**src/design/fee_cfg.svh**
```systemverilog
`ifndef FEE_CFG_SVH
`define FEE_CFG_SVH
// Behaviour
// Estimator runs only with control low bits 11
// Host writes control low bits only 11 or 00
// Period counter triggers after selected bit count
// Up pulse adds one, down pulse subtracts one
// Trigger copies tally to result, clears accumulator
// Result readable at register address 22 (0x16)
// Result is eight-bit two's complement value
// Reads return last captured value, not live
// Accumulator wraps, plus 127 becomes minus 128
// Positive result means signal above tuned carrier
// Host measures over 8 or 16 bit periods; the host select also offers 32 and 64
// Host starts trim 16, step 16, direction negative
// Halve step, adjust trim, write, wait, read
// Host uses sign only; above zero is positive
// Positive lowers trim code, negative raises it
// Loop while step above 1; positive then minus one
// Result register eight bits, read only
// Inactive estimator holds counters cleared

// Device register port
`define FEE_ADDR_CONTROL 7'h15
`define FEE_ADDR_RESULT  7'h16
`define FEE_ADDR_TRIM    7'h0a
`define FEE_RST_CONTROL  8'h00
`define FEE_RST_TRIM     5'h10
`define FEE_CTL_EN_LSB   0
`define FEE_CTL_SEL_LSB  2
`define FEE_CTL_ON       2'h3
`define FEE_CTL_OFF      2'h0
// Bits per measurement for each select code
`define FEE_BITS_SEL0    7'h08
`define FEE_BITS_SEL1    7'h10
`define FEE_BITS_SEL2    7'h20
`define FEE_BITS_SEL3    7'h40

// Host AXI4-Lite map
`define FEE_AXI_CTRL     4'h0
`define FEE_AXI_STATUS   4'h4
`define FEE_CTRL_START   0
`define FEE_CTRL_SEL_LSB 2
`define FEE_RST_SEL      2'h0
`define FEE_INIT_TRIM    5'h10
`define FEE_INIT_STEP    5'h10
`define FEE_RESP_OKAY    2'h0
`define FEE_RESP_SLVERR  2'h2
`endif

```
**src/design/fee_pkg.sv**
```systemverilog
package fee_pkg;
  typedef logic [6:0]        fee_addr_t;
  typedef logic [7:0]        fee_byte_t;
  typedef logic signed [7:0] fee_result_t;
  typedef logic [4:0]        fee_trim_t;
  typedef enum logic [7:0] {
    FEE_H_IDLE   = 8'b0000_0001,
    FEE_H_CFG    = 8'b0000_0010,
    FEE_H_STEP   = 8'b0000_0100,
    FEE_H_WRITE  = 8'b0000_1000,
    FEE_H_WAIT   = 8'b0001_0000,
    FEE_H_READ   = 8'b0010_0000,
    FEE_H_RWAIT  = 8'b0100_0000,
    FEE_H_DONE   = 8'b1000_0000
  } fee_host_state_e;
endpackage

```
**src/design/fee_link_if.sv**
```systemverilog
`timescale 1ns/1ps
`default_nettype none
interface fee_link_if
  import fee_pkg::*;
();
  logic      reg_wr_en;
  logic      reg_rd_en;
  fee_addr_t reg_addr;
  fee_byte_t reg_wdata;
  fee_byte_t reg_rdata;
  logic      reg_rvalid;
  modport dev (
    input  reg_wr_en, reg_rd_en, reg_addr, reg_wdata,
    output reg_rdata, reg_rvalid
  );
  modport host (
    output reg_wr_en, reg_rd_en, reg_addr, reg_wdata,
    input  reg_rdata, reg_rvalid
  );
endinterface
`default_nettype wire

```
**src/design/fee_host.sv**
```systemverilog
// Local design decision: the AXI4-Lite register port.
`timescale 1ns/1ps
`default_nettype none
`include "fee_cfg.svh"
module fee_host (
  // Clock and reset
  input  wire logic        core_clk,
  input  wire logic        sys_rst,
  // Device port
  fee_link_if.host         link,
  // Recovered bit clock
  input  wire logic        bit_period_tick,
  // AXI4-Lite slave
  input  wire logic [3:0]  s_axi_awaddr,
  input  wire logic        s_axi_awvalid,
  output logic             s_axi_awready,
  input  wire logic [31:0] s_axi_wdata,
  input  wire logic [3:0]  s_axi_wstrb,
  input  wire logic        s_axi_wvalid,
  output logic             s_axi_wready,
  output logic [1:0]       s_axi_bresp,
  output logic             s_axi_bvalid,
  input  wire logic        s_axi_bready,
  input  wire logic [3:0]  s_axi_araddr,
  input  wire logic        s_axi_arvalid,
  output logic             s_axi_arready,
  output logic [31:0]      s_axi_rdata,
  output logic [1:0]       s_axi_rresp,
  output logic             s_axi_rvalid,
  input  wire logic        s_axi_rready
);
  import fee_pkg::*;

  fee_host_state_e st_q, st_d;
  fee_trim_t   present_q, present_d;
  logic [4:0]  step_q, step_d;
  logic        pos_q, pos_d;
  logic [6:0]  wait_q, wait_d;
  fee_result_t last_q, last_d;
  logic [1:0]  sel_q, sel_d;
  logic        done_q, done_d;
  logic        bvalid_q, bvalid_d, rvalid_q, rvalid_d;
  logic [1:0]  bresp_q, bresp_d, rresp_q, rresp_d;
  logic [31:0] rdata_q, rdata_d;
  logic        wr_go, start;
  logic [6:0]  meas_bits;

  ////////////////////////////////////////////////////////////////////
  // AXI4-Lite slave, both address and data taken together
  assign wr_go         = s_axi_awvalid && s_axi_wvalid && !bvalid_q;
  assign s_axi_awready = wr_go;
  assign s_axi_wready  = wr_go;
  assign s_axi_arready = !rvalid_q;
  assign start = wr_go && (s_axi_awaddr == `FEE_AXI_CTRL) && s_axi_wstrb[0] &&
                 s_axi_wdata[`FEE_CTRL_START];

  always_comb begin
    bvalid_d = bvalid_q && !s_axi_bready;
    bresp_d  = bresp_q;
    rvalid_d = rvalid_q && !s_axi_rready;
    rresp_d  = rresp_q;
    rdata_d  = rdata_q;
    sel_d    = sel_q;
    if (wr_go) begin
      bvalid_d = 1'b1;
      bresp_d  = `FEE_RESP_OKAY;
      if (s_axi_awaddr == `FEE_AXI_CTRL) begin
        // Select is frozen while a search runs
        if (s_axi_wstrb[0] && st_q == FEE_H_IDLE) begin
          sel_d = s_axi_wdata[`FEE_CTRL_SEL_LSB +: 2];
        end
      end else if (s_axi_awaddr != `FEE_AXI_STATUS) begin
        bresp_d = `FEE_RESP_SLVERR;
      end
    end
    if (s_axi_arvalid && !rvalid_q) begin
      rvalid_d = 1'b1;
      rresp_d  = `FEE_RESP_OKAY;
      case (s_axi_araddr)
        `FEE_AXI_CTRL:   rdata_d = {28'h000_0000, sel_q, 2'h0};
        `FEE_AXI_STATUS: rdata_d = {8'h00, last_q, 3'h0, present_q,
                                    6'h00, done_q, (st_q != FEE_H_IDLE)};
        default: begin
          rdata_d = 32'h0000_0000;
          rresp_d = `FEE_RESP_SLVERR;
        end
      endcase
    end
  end

  ////////////////////////////////////////////////////////////////////
  // Trim search
  always_comb begin
    case (sel_q)
      2'h0: meas_bits = `FEE_BITS_SEL0;
      2'h1: meas_bits = `FEE_BITS_SEL1;
      2'h2: meas_bits = `FEE_BITS_SEL2;
      default: meas_bits = `FEE_BITS_SEL3;
    endcase
  end

  always_comb begin
    st_d = st_q;
    present_d = present_q;
    step_d = step_q;
    pos_d = pos_q;
    wait_d = wait_q;
    last_d = last_q;
    done_d = done_q;
    link.reg_wr_en = 1'b0;
    link.reg_rd_en = 1'b0;
    link.reg_addr  = `FEE_ADDR_RESULT;
    link.reg_wdata = 8'h00;
    case (st_q)
      FEE_H_IDLE: begin
        if (start) begin
          present_d = `FEE_INIT_TRIM;
          step_d    = `FEE_INIT_STEP;
          pos_d     = 1'b0;
          done_d    = 1'b0;
          st_d      = FEE_H_CFG;
        end
      end
      FEE_H_CFG: begin
        // Only the all-ones enable code is ever written
        link.reg_wr_en = 1'b1;
        link.reg_addr  = `FEE_ADDR_CONTROL;
        link.reg_wdata = {4'h0, sel_q, `FEE_CTL_ON};
        st_d = FEE_H_STEP;
      end
      FEE_H_STEP: begin
        step_d = {1'b0, step_q[4:1]};
        if (pos_q) begin
          present_d = present_q - step_d;
        end else begin
          present_d = present_q + step_d;
        end
        st_d = FEE_H_WRITE;
      end
      FEE_H_WRITE: begin
        link.reg_wr_en = 1'b1;
        link.reg_addr  = `FEE_ADDR_TRIM;
        link.reg_wdata = {3'h0, present_q};
        wait_d = 7'h00;
        st_d   = FEE_H_WAIT;
      end
      FEE_H_WAIT: begin
        // One extra tick so a whole fresh period is captured
        if (bit_period_tick) begin
          wait_d = wait_q + 7'h01;
          if (wait_q == meas_bits) begin
            st_d = FEE_H_READ;
          end
        end
      end
      FEE_H_READ: begin
        link.reg_rd_en = 1'b1;
        st_d = FEE_H_RWAIT;
      end
      FEE_H_RWAIT: begin
        if (link.reg_rvalid) begin
          last_d = link.reg_rdata;
          pos_d  = ($signed(link.reg_rdata) > 8'sh00);
          if (step_q > 5'h01) begin
            st_d = FEE_H_STEP;
          end else begin
            if ($signed(link.reg_rdata) > 8'sh00) begin
              present_d = present_q - 5'h01;
            end
            st_d = FEE_H_DONE;
          end
        end
      end
      FEE_H_DONE: begin
        link.reg_wr_en = 1'b1;
        link.reg_addr  = `FEE_ADDR_TRIM;
        link.reg_wdata = {3'h0, present_q};
        done_d = 1'b1;
        st_d   = FEE_H_IDLE;
      end
      default: st_d = FEE_H_IDLE;
    endcase
  end

  always_ff @(posedge core_clk) begin
    if (sys_rst) begin
      st_q <= FEE_H_IDLE;
      present_q <= `FEE_INIT_TRIM;
      step_q <= `FEE_INIT_STEP;
      pos_q <= 1'b0;
      wait_q <= 7'h00;
      last_q <= 8'sh00;
      sel_q <= `FEE_RST_SEL;
      done_q <= 1'b0;
      bvalid_q <= 1'b0;
      bresp_q <= `FEE_RESP_OKAY;
      rvalid_q <= 1'b0;
      rresp_q <= `FEE_RESP_OKAY;
      rdata_q <= 32'h0000_0000;
    end else begin
      st_q <= st_d;
      present_q <= present_d;
      step_q <= step_d;
      pos_q <= pos_d;
      wait_q <= wait_d;
      last_q <= last_d;
      sel_q <= sel_d;
      done_q <= done_d;
      bvalid_q <= bvalid_d;
      bresp_q <= bresp_d;
      rvalid_q <= rvalid_d;
      rresp_q <= rresp_d;
      rdata_q <= rdata_d;
    end
  end

  assign s_axi_bvalid = bvalid_q;
  assign s_axi_bresp  = bresp_q;
  assign s_axi_rvalid = rvalid_q;
  assign s_axi_rresp  = rresp_q;
  assign s_axi_rdata  = rdata_q;

endmodule
`default_nettype wire

```
**src/flat_wrapper.sv**
```systemverilog
// flat-port wrapper written by rule: the top's interface ports become plain ports
module fee_host_flat import fee_pkg::*;
  (core_clk, sys_rst, bit_period_tick, s_axi_awaddr, s_axi_awvalid, s_axi_awready, s_axi_wdata, s_axi_wstrb, s_axi_wvalid, s_axi_wready, s_axi_bresp, s_axi_bvalid, s_axi_bready, s_axi_araddr, s_axi_arvalid, s_axi_arready, s_axi_rdata, s_axi_rresp, s_axi_rvalid, s_axi_rready, link_reg_wr_en, link_reg_rd_en, link_reg_addr, link_reg_wdata, link_reg_rdata, link_reg_rvalid);
  fee_link_if link_i ();
  input  wire logic core_clk;
  input  wire logic sys_rst;
  input  wire logic bit_period_tick;
  input  wire logic [3:0] s_axi_awaddr;
  input  wire logic s_axi_awvalid;
  output logic s_axi_awready;
  input  wire logic [31:0] s_axi_wdata;
  input  wire logic [3:0] s_axi_wstrb;
  input  wire logic s_axi_wvalid;
  output logic s_axi_wready;
  output logic [1:0] s_axi_bresp;
  output logic s_axi_bvalid;
  input  wire logic s_axi_bready;
  input  wire logic [3:0] s_axi_araddr;
  input  wire logic s_axi_arvalid;
  output logic s_axi_arready;
  output logic [31:0] s_axi_rdata;
  output logic [1:0] s_axi_rresp;
  output logic s_axi_rvalid;
  input  wire logic s_axi_rready;
  output wire logic [$bits(link_i.reg_wr_en)-1:0] link_reg_wr_en;
  output wire logic [$bits(link_i.reg_rd_en)-1:0] link_reg_rd_en;
  output wire logic [$bits(link_i.reg_addr)-1:0] link_reg_addr;
  output wire logic [$bits(link_i.reg_wdata)-1:0] link_reg_wdata;
  input wire logic [$bits(link_i.reg_rdata)-1:0] link_reg_rdata;
  input wire logic [$bits(link_i.reg_rvalid)-1:0] link_reg_rvalid;
  assign link_reg_wr_en = link_i.reg_wr_en;
  assign link_reg_rd_en = link_i.reg_rd_en;
  assign link_reg_addr = link_i.reg_addr;
  assign link_reg_wdata = link_i.reg_wdata;
  assign link_i.reg_rdata = link_reg_rdata;
  assign link_i.reg_rvalid = link_reg_rvalid;
  fee_host u_core (.core_clk(core_clk), .sys_rst(sys_rst), .link(link_i), .bit_period_tick(bit_period_tick), .s_axi_awaddr(s_axi_awaddr), .s_axi_awvalid(s_axi_awvalid), .s_axi_awready(s_axi_awready), .s_axi_wdata(s_axi_wdata), .s_axi_wstrb(s_axi_wstrb), .s_axi_wvalid(s_axi_wvalid), .s_axi_wready(s_axi_wready), .s_axi_bresp(s_axi_bresp), .s_axi_bvalid(s_axi_bvalid), .s_axi_bready(s_axi_bready), .s_axi_araddr(s_axi_araddr), .s_axi_arvalid(s_axi_arvalid), .s_axi_arready(s_axi_arready), .s_axi_rdata(s_axi_rdata), .s_axi_rresp(s_axi_rresp), .s_axi_rvalid(s_axi_rvalid), .s_axi_rready(s_axi_rready));
endmodule
```
**config.mk**
```make
export PLATFORM = sky130hd
export DESIGN_NAME = fee_host_flat
export DESIGN_NICKNAME = d
export VERILOG_FILES = /design/src/design/fee_pkg.sv /design/src/design/fee_link_if.sv /design/src/design/fee_host.sv /design/src/flat_wrapper.sv
export VERILOG_INCLUDE_DIRS = /design/src /design/src/design
export SDC_FILE = /design/constraint.sdc
export NUM_CORES = 1
export LEC_CHECK = 0
export BUFFER_PORTS_ARGS = -buffer_cell sky130_fd_sc_hd__buf_2
export CAP_MARGIN = 30
export CORE_ASPECT_RATIO = 2
export CORE_MARGIN = 1.5
export CORE_UTILIZATION = 40
export CTS_CLUSTER_SIZE = 10
export DETAILED_ROUTE_END_ITERATION = 16
export PLACE_DENSITY = 0.65
export REMOVE_ABC_BUFFERS = 1
export SYNTH_ARGS = -nofsm -noshare
export SYNTH_HDL_FRONTEND = slang
export SYNTH_SLANG_ARGS = --single-unit
```
**constraint.sdc**
```tcl
create_clock -name core_clk -period 3.3 [get_ports core_clk]
set_input_delay 0.825 -clock core_clk [delete_from_list [all_inputs] [get_ports core_clk]]
set_output_delay 0.825 -clock core_clk [all_outputs]
set_load 0.1 [all_outputs]
```
==> summary.txt, run 1 <==
Yosys
  • Dominant cells by area after synthesis: dfxtp_1 (39%), nor2_1 (7.1%), buf_4 (6.3%)
  • Number of instances in the synthesized netlist: 344
  • FF+latch count, synth: 58
  • Mean Syn Cell Area: 8.660 um2
  • Share of the synthesized area in the top cell type: 0.3898
  • Yosys warns: 0
  • Sequential share of the synthesized area: 0.3898
  • Syn Std Cell Area: 2979 um2
  • Post-synth cell types: 56
  • Leading area contributor after synthesis: dfxtp_1

CTS
  • Post-CTS Resized: 3
  • TritonCTS Buffers: 9
  • CTS max path bufs: 2
  • Setup Fix Bufs, Post-CTS: 0
  • Clk slew on worst S/H paths: 0.05 ns
  • CTS tree: built
  • CTS root buffer: clkbuf_16
  • Clock Latency Late Sink: 0.33 ns
  • Post-CTS Hold Buffers: 0
  • H-tree Lvls: 3
  • # clock sinks: 58

STA
  • Clk_skew: 0.007423 ns
  • WHS: 0.4592 ns
  • Slew HR: 0.5665
  • Max Freq: 313.7 MHz
  • Final Hold Vio Count: 0
  • RSZ-0062 raised after global routing: no
  • Final setup violation count: 0
  • Tmin final: 3.187 ns
  • Worst Max-Slew Pin Slew: 0.6502 ns
  • Max Slew Vio Count: 0
  • Final period utilization: 0.9658

Cells and area
  • Area growth syn-to-layout: 20.92%
  • Fin nets: 475
  • Number of diodes: 0
  • Proportion of layout cells with a drive suffix above 1: 0.2457
  • Fillcell total: 710

Global route
  • M3 GR Usage: 0.04856
  • M1 GR Usage: 0.1765
  • Met2 Track Usage GR: 0.3346
  • Gr usage total: 0.1824
  • GR Overflow Total: 0
  • Largest net degree at the start of global routing: 26
  • Initial antenna violation count: 0
  • First-pass GRT wire length: 11230 um
  • Grt peak-use layer: met2
  • Vias in the first global route: 2434

Drt
  • Number of detailed-route iterations in the first pass: 4
  • DR WL/cell: 13.92 um
  • DR DRC count: 0
  • Vias/cell: 5.103
  • Total Wirelength: 7001 um
  • Initial drt markers: 93
  • Via count: 2567
  • Number of routed nets with antenna violations: 0

Power
  • Leakage: 0.001597 uW
  • Total power: 2228 uW
  • Power Density: 618.4 nW/um2
  • VDD IR-drop max: 0.4728 mV

Job
  • Maxcap violations: 0

Floorplanning
  • Row cnt: 44
  • Die Y-Extent: 125.0 um
  • Area of the die: 8006 um2
  • Initial core utilization: 0.4131
  • Ports: 119
  • CORE AREA: 7212 um2
  • Width of the die: 64.03 um

Worst setup path
  • Worst Setup End Kind: output port
  • R2R depth: 11
  • Crit path launch type: flip-flop
  • CP max FO: 6
  • R2r setup slk: 0.49 ns
  • Worst setup path category: flip-flop to output port
  • Crit path arrival time: 2.36 ns
  • Critical Path RT: 2.47 ns

Run status
  • Run status: finished clean

Placement
  • Half-perimeter wire length after placement: 5310 um
  • # port buffers: 64
  • Final RePlAce weighted congestion: 0.8640

Worst hold path
  • Hold Crit Class: flip-flop to flip-flop
  • Hold path cells: 2
## through the flow
stage               worst slack (ns)  TNS [ns]  area (um2)  std cells    util
finish                        0.1127         0        3602        503  0.4995
global route                 0.05021         0        3602        503  0.4995
CTS                          0.09867         0        3602        503  0.4995
detailed placement            0.3325         0        3311        487  0.4591
global placement              0.3381         0        3311        487  0.4591
floorplan                     -1.044    -4.781        2808        328       -
## power breakdown
group          internal (uW)  leakage (uW)  total, uW  switching, uW
logic                    166      0.000986        596            429
registers                727      0.000469        758           30.8
clock network            566      0.000143        874            308
total                   1460       0.00160       2230            768
## state kept, by name (all words and copies together), names as in the netlist
name / flops
u_core.done_q: 1
u_core.s_axi_rvalid: 1
u_core.s_axi_bresp: 1
u_core.present_q: 5
u_core.s_axi_bvalid: 1
u_core.s_axi_rdata: 17
u_core.sel_q: 2
u_core.wait_q: 7
u_core.step_q: 5
u_core.s_axi_rresp: 1
u_core.last_q: 8
u_core.st_q: 8
u_core.pos_q: 1
## cells by family (layout without fill, tap and decap cells)
group,Yosys count,after routing,share of synthesized area
buffers and inverters,55,101,0.1075
other,1,22,0.001259
adder cells (fa/ha/maj),8,8,0.03612
AO/OA/AOI/OAI,59,59,0.1348
XOR/XNOR,11,11,0.03234
multiplexers,15,15,0.05082
AND/OR/NAND/NOR,137,137,0.2474
flip-flops,58,58,0.3898
## final timing paths
| path | startpoint | end |
|---|---|---|
| setup / recovery | u_core.st_q[0] | link_reg_wdata[2] |
| hold / removal | u_core.done_q | u_core.done_q |
| hold reg to reg | u_core.done_q | u_core.done_q |
| setup reg to reg | u_core.st_q[0] | u_core.present_q[4] |
## cells in the mapped netlist, drive strengths merged
cell,n
nor4b,2
o211ai,3
and4,1
a31oi,2
a22oi,18
clkbuf,8
conb,1
mux2i,14
o211a,1
ha,7
nor2,57
a211oi,3
nor3b,1
o32ai,1
nand2,26
o21ai,7
nand4,3
nor3,7
or4,2
a2bb2oi,1
buf,29
nor2b,5
nand3b,2
dfxtp,58
xor2,6
mux2,1
a21o,2
inv,18
nand3,12
a22o,1
and2,3
a21oi,19
and4b,4
fa,1
and3b,1
or2,1
xnor2,5
nand2b,3
nand4b,2
nor4,5
a41o,1
## metal layers
layer  vias up  part of all wire  routed length (um)
li1       1267                 -                   -
met1      1201              0.37                2573
met2        80              0.55                3882
met3        19             0.045                 315
met4         0             0.033                 230
met5         -                 0                   0
## worst max-delay path, cell delays in order, from the launching register on
cell     delay, ns
dfxtp_1       0.35
or4_1         0.56
or4_4         0.55
nand2_4       0.11
nand2_1       0.06
o21ai_1       0.18
buf_12        0.22
## placed cells by master (no fill, tap or decap), types with 5 or more instances in the layout
cell       netlist  final
buf_2            2     58
dfxtp_1         58     58
nor2_1          56     56
nand2_1         25     25
conb_1           1     22
a22oi_1         18     18
a21oi_1         18     18
inv_1           17     17
mux2i_1         14     14
nand3_1         11     11
clkbuf_16        0      9
nor3_1           7      7
ha_1             7      7
xor2_1           6      6
buf_4           25      6
nor2b_1          5      5
xnor2_1          5      5
## layout make-up
| type | instances | area [um2] | area share |
|---|---|---|---|
| repair buffers | 67 | 395.4 | 0.1098 |
| flip-flops and latches | 58 | 1161 | 0.3223 |
| clock inverters | 2 | 10.01 | 0.002779 |
| multi-input cells | 252 | 1577 | 0.4377 |
| inverters | 18 | 70.07 | 0.01945 |
| clock buffers | 14 | 274.0 | 0.07607 |
| well taps | 92 | 115.1 | 0.03196 |
No activity file was read; power rests on OpenSTA's default activity.
==> run 2, diff against run 1 <==
--- a/config.mk
+++ b/config.mk
@@ -8,13 +8,16 @@
 export LEC_CHECK = 0
 export BUFFER_PORTS_ARGS = -buffer_cell sky130_fd_sc_hd__buf_2
 export CAP_MARGIN = 30
+export CELL_PAD_IN_SITES_DETAIL_PLACEMENT = 1
+export CELL_PAD_IN_SITES_GLOBAL_PLACEMENT = 1
 export CORE_ASPECT_RATIO = 2
 export CORE_MARGIN = 1.5
-export CORE_UTILIZATION = 40
+export CORE_UTILIZATION = 35
 export CTS_CLUSTER_SIZE = 10
 export DETAILED_ROUTE_END_ITERATION = 16
-export PLACE_DENSITY = 0.65
+export PLACE_DENSITY = 0.77
 export REMOVE_ABC_BUFFERS = 1
+export SLEW_MARGIN = 25
 export SYNTH_ARGS = -nofsm -noshare
 export SYNTH_HDL_FRONTEND = slang
 export SYNTH_SLANG_ARGS = --single-unit
==> run 2 against run 1 <==
Sequential share of layout area fell by 0.37 points. Via count rose by 2.8%. Flip-flop and latch count did not move. Clock power rose by 12%. Critical path type unchanged. Critical endpoint is now link_reg_addr[3]. Largest cell class unchanged. Highest routed layer unchanged.
==> summary.txt, run 2 (synthesis gave the netlist of run 1 again) <==
Run status
  • Run status: finished clean

Cells and area
  • Register Area: 1161 um2 (unchanged)
  • Number of diodes: 0 (unchanged)
  • Fin nets: 475 (unchanged)
  • Multi-input gate area: 1577 um2 (unchanged)
  • Max reg flops: 17 (unchanged)
  • Most frequent cells in the layout: buf_2 (58), dfxtp_1 (58), nor2_1 (56), nand2_1 (25), conb_1 (22)
  • Fillcell total: 1017 (+43%)
  • Area growth syn-to-layout: 22.30%
  • Proportion of layout cells with a drive suffix above 1: 0.2457 (unchanged)

Floorplanning
  • Ports: 119 (unchanged)
  • CORE AREA: 8292 um2 (+15%)
  • Area of the die: 9108 um2 (+14%)
  • Die Y-Extent: 133.5 um (+6.7%)
  • Initial core utilization: 0.3593 (-0.05379)
  • Row cnt: 47 (+6.8%)
  • Width of the die: 68.24 um (+6.6%)

Drt
  • Number of detailed-route iterations in the first pass: 4 (unchanged)
  • DR WL/cell: 15.94 um (+15%)
  • Total Wirelength: 8116 um (+16%)
  • Via count: 2638 (+2.8%)
  • Vias/cell: 5.183 (+1.6%)
  • DR DRC count: 0 (unchanged)
  • Number of routed nets with antenna violations: 0 (unchanged)
  • Initial drt markers: 71 (-24%)

CTS
  • CTS root buffer: clkbuf_16
  • # clock sinks: 58 (unchanged)
  • CTS tree: built
  • CTS max path bufs: 2 (unchanged)
  • TritonCTS Buffers: 9 (unchanged)
  • Post-CTS Hold Buffers: 0 (unchanged)
  • H-tree Lvls: 3 (unchanged)
  • Clock Latency Late Sink: 0.33 ns (about the same)
  • Clk slew on worst S/H paths: 0.05 ns (about the same)
  • Setup Fix Bufs, Post-CTS: 0 (unchanged)
  • Post-CTS Resized: 3 (unchanged)

Worst setup path
  • Worst Setup End Kind: output port
  • Reg2reg end: u_core.present_q[4]
  • CP peak stage delay: 0.57 ns (about the same)
  • CP max FO: 6 (unchanged)
  • R2r setup slk: 0.48 ns (about the same)
  • Crit path launch type: flip-flop
  • CP max-delay cell: or4_1
  • Worst setup path category: flip-flop to output port
  • Worst r2r src: u_core.st_q[0]
  • Critical Path RT: 2.47 ns (about the same)
  • Crit path arrival time: 2.38 ns (+0.02 ns)
  • CP Cell Sequence: or4_1 > or4_4 > nand2_4 > buf_2
  • R2R depth: 11 (unchanged)

Worst hold path
  • Hold endpoint: u_core.done_q
  • Hold Crit Class: flip-flop to flip-flop
  • Hold path cells: 2 (unchanged)
  • Min-delay src: u_core.done_q

STA
  • Worst Max-Slew Pin Slew: 0.6480 ns (-0.002232 ns)
  • Max Slew Vio Count: 0 (unchanged)
  • RSZ-0062 raised after global routing: no
  • Final Hold Vio Count: 0 (unchanged)
  • Slew HR: 0.5680 (+0.001488)
  • Tmin final: 3.206 ns (+0.01877 ns)
  • Clk_skew: 0.004541 ns (-0.002882 ns)
  • Final period utilization: 0.9715 (+0.005688)
  • Max Freq: 311.9 MHz (-0.59%)
  • Final setup violation count: 0 (unchanged)
  • WHS: 0.4721 ns (+0.01285 ns)

Job
  • Maxcap violations: 0 (unchanged)

Global route
  • Gr usage total: 0.1949 (+0.01254)
  • Initial antenna violation count: 0 (unchanged)
  • First-pass GRT wire length: 13170 um (+17%)
  • GR Overflow Total: 0 (unchanged)
  • Largest net degree at the start of global routing: 32 (+23%)
  • Vias in the first global route: 2727 (+12%)

Power
  • Gate power share: 0.263 (-0.004)
  • Power Density: 648.5 nW/um2 (+4.9%)
  • Leakage: 0.001610 uW (+0.85%)
  • Total power: 2363 uW (+6.1%)
  • Part of the power in registers: 0.323 (-0.017)
  • VDD IR-drop max: 0.3519 mV (-26%)
  • Switching Power: 802.8 uW (+4.5%)
  • Internal power: 1560 uW (+6.9%)
  • Clock power frac: 0.414 (+0.022)
  • Switching part of the total: 0.3398 (-0.005077)

Placement
  • # port buffers: 64 (unchanged)
  • Half-perimeter wire length after placement: 6292 um (+18%)
  • Final RePlAce weighted congestion: 0.8251 (-4.5%)
-- run 2: cell types whose count changed in the layout (fill, tap and decap cells not counted), sizes merged --
| cell | previous run | this run |
|---|---|---|
| clkbuf | 14 | 15 |
| clkinv | 2 | 0 |
| bufinv | 0 | 1 |
-- run 2: worst max path at each step --
stage | from | endpoint | slack [ns] | cells past startpoint
after floorplan | u_core.st_q[4] | link_reg_wdata[2] | -1.04 | 4
after global placement | u_core.st_q[0] | link_reg_wdata[3] | 0.32 | 5
after detailed placement | u_core.st_q[0] | link_reg_wdata[3] | 0.33 | 5
after CTS | u_core.st_q[0] | link_reg_wdata[0] | 0.09 | 6
after global routing | u_core.st_q[0] | link_reg_wdata[1] | 0.02 | 6
final | u_core.st_q[0] | link_reg_addr[3] | 0.09 | 4
-- run 2: critical path, delay by kind of cell (launching register included) --
| kind | cells | cell delay [ns] |
|---|---|---|
| flops | 1 | 0.36 |
| simple gates | 3 | 1.23 |
| buf+inv | 1 | 0.45 |
-- run 2: final cells by class --
class,count,share of cell area
Inverter,18,0.01923
Clock inverter,1,0.008242
Clock buffer,15,0.07898
Multi-Input combinational cell,252,0.4327
Timing Repair Buffer,67,0.1085
Sequential cell,58,0.3187
Tap cell,98,0.03365
-- run 2: power by group through the flow --
stage,clock (uW),combinational (uW),sequential (uW)
after detailed placement,0,616,775
after global routing,1020,652,766
after floorplan,0,439,796
after global placement,0,606,771
after CTS,996,623,761
final,979,622,762
-- run 2: per-layer routing --
metal,track usage,share of wire
met4,0.1167,0.046
met2,0.3544,0.57
met5,0,0
met3,0.04139,0.032
met1,0.1884,0.35
-- run 2: per-stage QoR --
stage	util	setup TNS [ns]	instances	setup slack [ns]	area, um2
2_1_floorplan	-	-4.781	328	-1.044	2808
3_3_place_gp	0.4002	0	493	0.3245	3318
3_5_place_dp	0.4002	0	493	0.3350	3318
4_1_cts	0.4394	0	509	0.09256	3643
5_1_grt	0.4394	0	509	0.02210	3643
6_report	0.4394	0	509	0.09394	3643
==> run 3, diff against run 2 <==
--- a/config.mk
+++ b/config.mk
@@ -8,14 +8,12 @@
 export LEC_CHECK = 0
 export BUFFER_PORTS_ARGS = -buffer_cell sky130_fd_sc_hd__buf_2
 export CAP_MARGIN = 30
-export CELL_PAD_IN_SITES_DETAIL_PLACEMENT = 1
-export CELL_PAD_IN_SITES_GLOBAL_PLACEMENT = 1
-export CORE_ASPECT_RATIO = 2
 export CORE_MARGIN = 1.5
-export CORE_UTILIZATION = 35
+export CORE_UTILIZATION = 40
+export CTS_BUF_LIST = sky130_fd_sc_hd__clkbuf_2
 export CTS_CLUSTER_SIZE = 10
 export DETAILED_ROUTE_END_ITERATION = 16
-export PLACE_DENSITY = 0.77
+export PLACE_DENSITY = 0.65
 export REMOVE_ABC_BUFFERS = 1
 export SLEW_MARGIN = 25
 export SYNTH_ARGS = -nofsm -noshare
==> run 3 against run 2 <==
Setup slack worse by 0.050 ns. Global-route usage down 2.1 points. Non-clock buffer count up 1. Register-to-register slack worse by 0.05 ns. Cell area down 2.5%. Cell count up 0.39%. Critical path depth up 2. First-iteration DRC count up 51%. Clock power down 46%. Combinational power down 3.2%. Routed wire length down 18%. Critical path type unchanged. Largest cell class unchanged.
==> summary.txt, run 3 (synthesis gave the netlist of run 1 again) <==
Cells and area
  • Multi-input gate area: 1604 um2 (+1.7%)
  • Area growth syn-to-layout: 19.24%
  • Max reg flops: 17 (unchanged)
  • Fin nets: 476 (+0.21%)
  • Number of diodes: 0 (unchanged)
  • Fillcell total: 716 (-30%)
  • Most frequent cells in the layout: buf_2 (57), nor2_1 (56), dfxtp_1 (55), nand2_1 (25), conb_1 (22)
  • Core Util, Final: 0.4924 (+0.05295)
  • Proportion of layout cells with a drive suffix above 1: 0.2621 (+0.01639)
  • Register Area: 1167 um2 (+0.54%)
  • Commonest non-fill, non-tap cell in the layout: buf_2
  • Final Non-Filler Cells: 511 (+0.39%)

Drt
  • DR WL/cell: 12.95 um (-19%)
  • Initial drt markers: 107 (+51%)
  • Number of detailed-route iterations in the first pass: 4 (unchanged)
  • Vias/cell: 4.920 (-5.1%)
  • DR DRC count: 0 (unchanged)
  • Number of routed nets with antenna violations: 0 (unchanged)
  • Via count: 2514 (-4.7%)
  • Total Wirelength: 6620 um (-18%)

Floorplanning
  • Initial core utilization: 0.4129 (+0.05365)
  • Area of the die: 7974 um2 (-12%)
  • CORE AREA: 7214 um2 (-13%)
  • Die Y-Extent: 89.30 um (-33%)
  • Width of the die: 89.30 um (+31%)
  • Row cnt: 31 (-34%)
  • Ports: 119 (unchanged)

STA
  • Max Slew Vio Count: 0 (unchanged)
  • Slew HR: 0.5991 (+0.03110)
  • Final TNS setup: 0 ns (unchanged)
  • Worst Max-Slew Pin Slew: 0.6013 ns (-0.04665 ns)
  • Final period utilization: 0.9865 (+0.01500)
  • Max Freq: 307.2 MHz (-1.5%)
  • Tmin final: 3.256 ns (+0.04951 ns)
  • RSZ-0062 raised after global routing: yes
  • Clk_skew: 0.03751 ns (+0.03297 ns)
  • Final setup violation count: 0 (unchanged)
  • Final Hold Vio Count: 0 (unchanged)

Worst setup path
  • CP max FO: 6 (unchanged)
  • Worst setup path category: flip-flop to output port
  • Most frequent CP cell: or4_4
  • WP buf/inv: 2 (+1)
  • Worst Setup End Kind: output port
  • CP max-delay cell: or4_4
  • CP Cell Sequence: or4_4 > or4_4 > nand2_4 > inv_8 > o21ai_4 > buf_12
  • Critical Path RT: 2.47 ns (about the same)
  • Crit path max-delay family: simple AND/OR/NAND/NOR gates
  • Crit path arrival time: 2.43 ns (+0.05 ns)
  • CP peak stage delay: 0.53 ns (-0.04 ns)
  • Crit path launch type: flip-flop

CTS
  • CTS root buffer: clkbuf_2
  • CTS max path bufs: 2 (unchanged)
  • Clock Latency Late Sink: 0.49 ns (+0.16 ns)
  • # clock sinks: 58 (unchanged)
  • Clk slew on worst S/H paths: 0.18 ns (+0.13 ns)
  • CTS tree: built
  • H-tree Lvls: 3 (unchanged)
  • TritonCTS Buffers: 9 (unchanged)

Power
  • Leakage: 0.001553 uW (-3.6%)
  • Power Density: 531.5 nW/um2 (-18%)
  • VDD IR-drop max: 0.1625 mV (-54%)

Global route
  • Initial antenna violation count: 0 (unchanged)
  • Gr usage total: 0.1739 (-0.02103)
  • First-pass GRT wire length: 10560 um (-20%)
  • GR Overflow Total: 0 (unchanged)
  • Vias in the first global route: 2265 (-17%)
  • Largest net degree at the start of global routing: 28 (-13%)

Placement
  • Final RePlAce weighted congestion: 0.8072 (-2.2%)
  • Placed Cells: 494 (+0.20%)
  • # port buffers: 64 (unchanged)
  • Half-perimeter wire length after placement: 4912 um (-22%)

Job
  • Maxcap violations: 0 (unchanged)

Run status
  • Run status: finished clean

Worst hold path
  • Hold Crit Class: flip-flop to flip-flop
-- run 3: through the flow --
| step | power (uW) | cell area (um2) | setup WS, ns | hold WS, ns |
|---|---|---|---|---|
| 2_1_floorplan | 1235 | 2808 | -1.044 | 0.4300 |
| 3_3_place_gp | 1334 | 3274 | 0.3371 | 0.4531 |
| 3_5_place_dp | 1339 | 3274 | 0.3402 | 0.4529 |
| 4_1_cts | 1897 | 3505 | -0.002229 | 0.4629 |
| 5_1_grt | 1978 | 3552 | -0.02924 | 0.4528 |
| 6_report | 1888 | 3552 | 0.04443 | 0.4706 |
-- run 3: tightest hold or removal path, cell delays in order, from the launching register on --
cell	delay (ns)
dfxtp_1	0.34
nand2_1	0.05
a21oi_1	0.05
-- run 3: path summary, 6_finish.rpt --
check | start | to | slack, ns | cells past startpoint
worst max-delay path | u_core.st_q[0] | link_reg_wdata[1] | 0.04 | 6
worst min-delay path | u_core.done_q | u_core.done_q | 0.47 | 2
worst max register to register | u_core.st_q[0] | u_core.present_q[4] | 0.43 | 12
worst min register to register | u_core.done_q | u_core.done_q | 0.47 | 2
-- run 3: power by group --
part / internal [uW] / leakage, uW / switching [uW]
clock: 249 / 0.0000795 / 280
combinational: 181 / 0.00100 / 421
sequential: 731 / 0.000469 / 25.4
total: 1160 / 0.00155 / 727
-- run 3: layout make-up --
class	count	share of cell area
Clock buffer	9	0.01268
Clock inverter	7	0.02642
Inverter	18	0.02113
Multi-Input combinational cell	252	0.4516
Sequential cell	58	0.3286
Tap cell	99	0.03487
Timing Repair Buffer	68	0.1247
-- run 3: metal layers --
metal,share of wire,vias to the layer above,global-route usage
li1,-,1265,-
met1,0.43,1178,0.2147
met2,0.50,60,0.2960
met3,0.048,11,0.03416
met4,0.016,0,0.07273
met5,0,-,0
-- run 3: repair_timing --
action                     CTS  global route
setup endpoints to repair    7             8
gates resized for setup     24            12
hold buffers                 0             0
pin swaps                    0             2
setup buffers                1             0
hold endpoints to repair     0             0
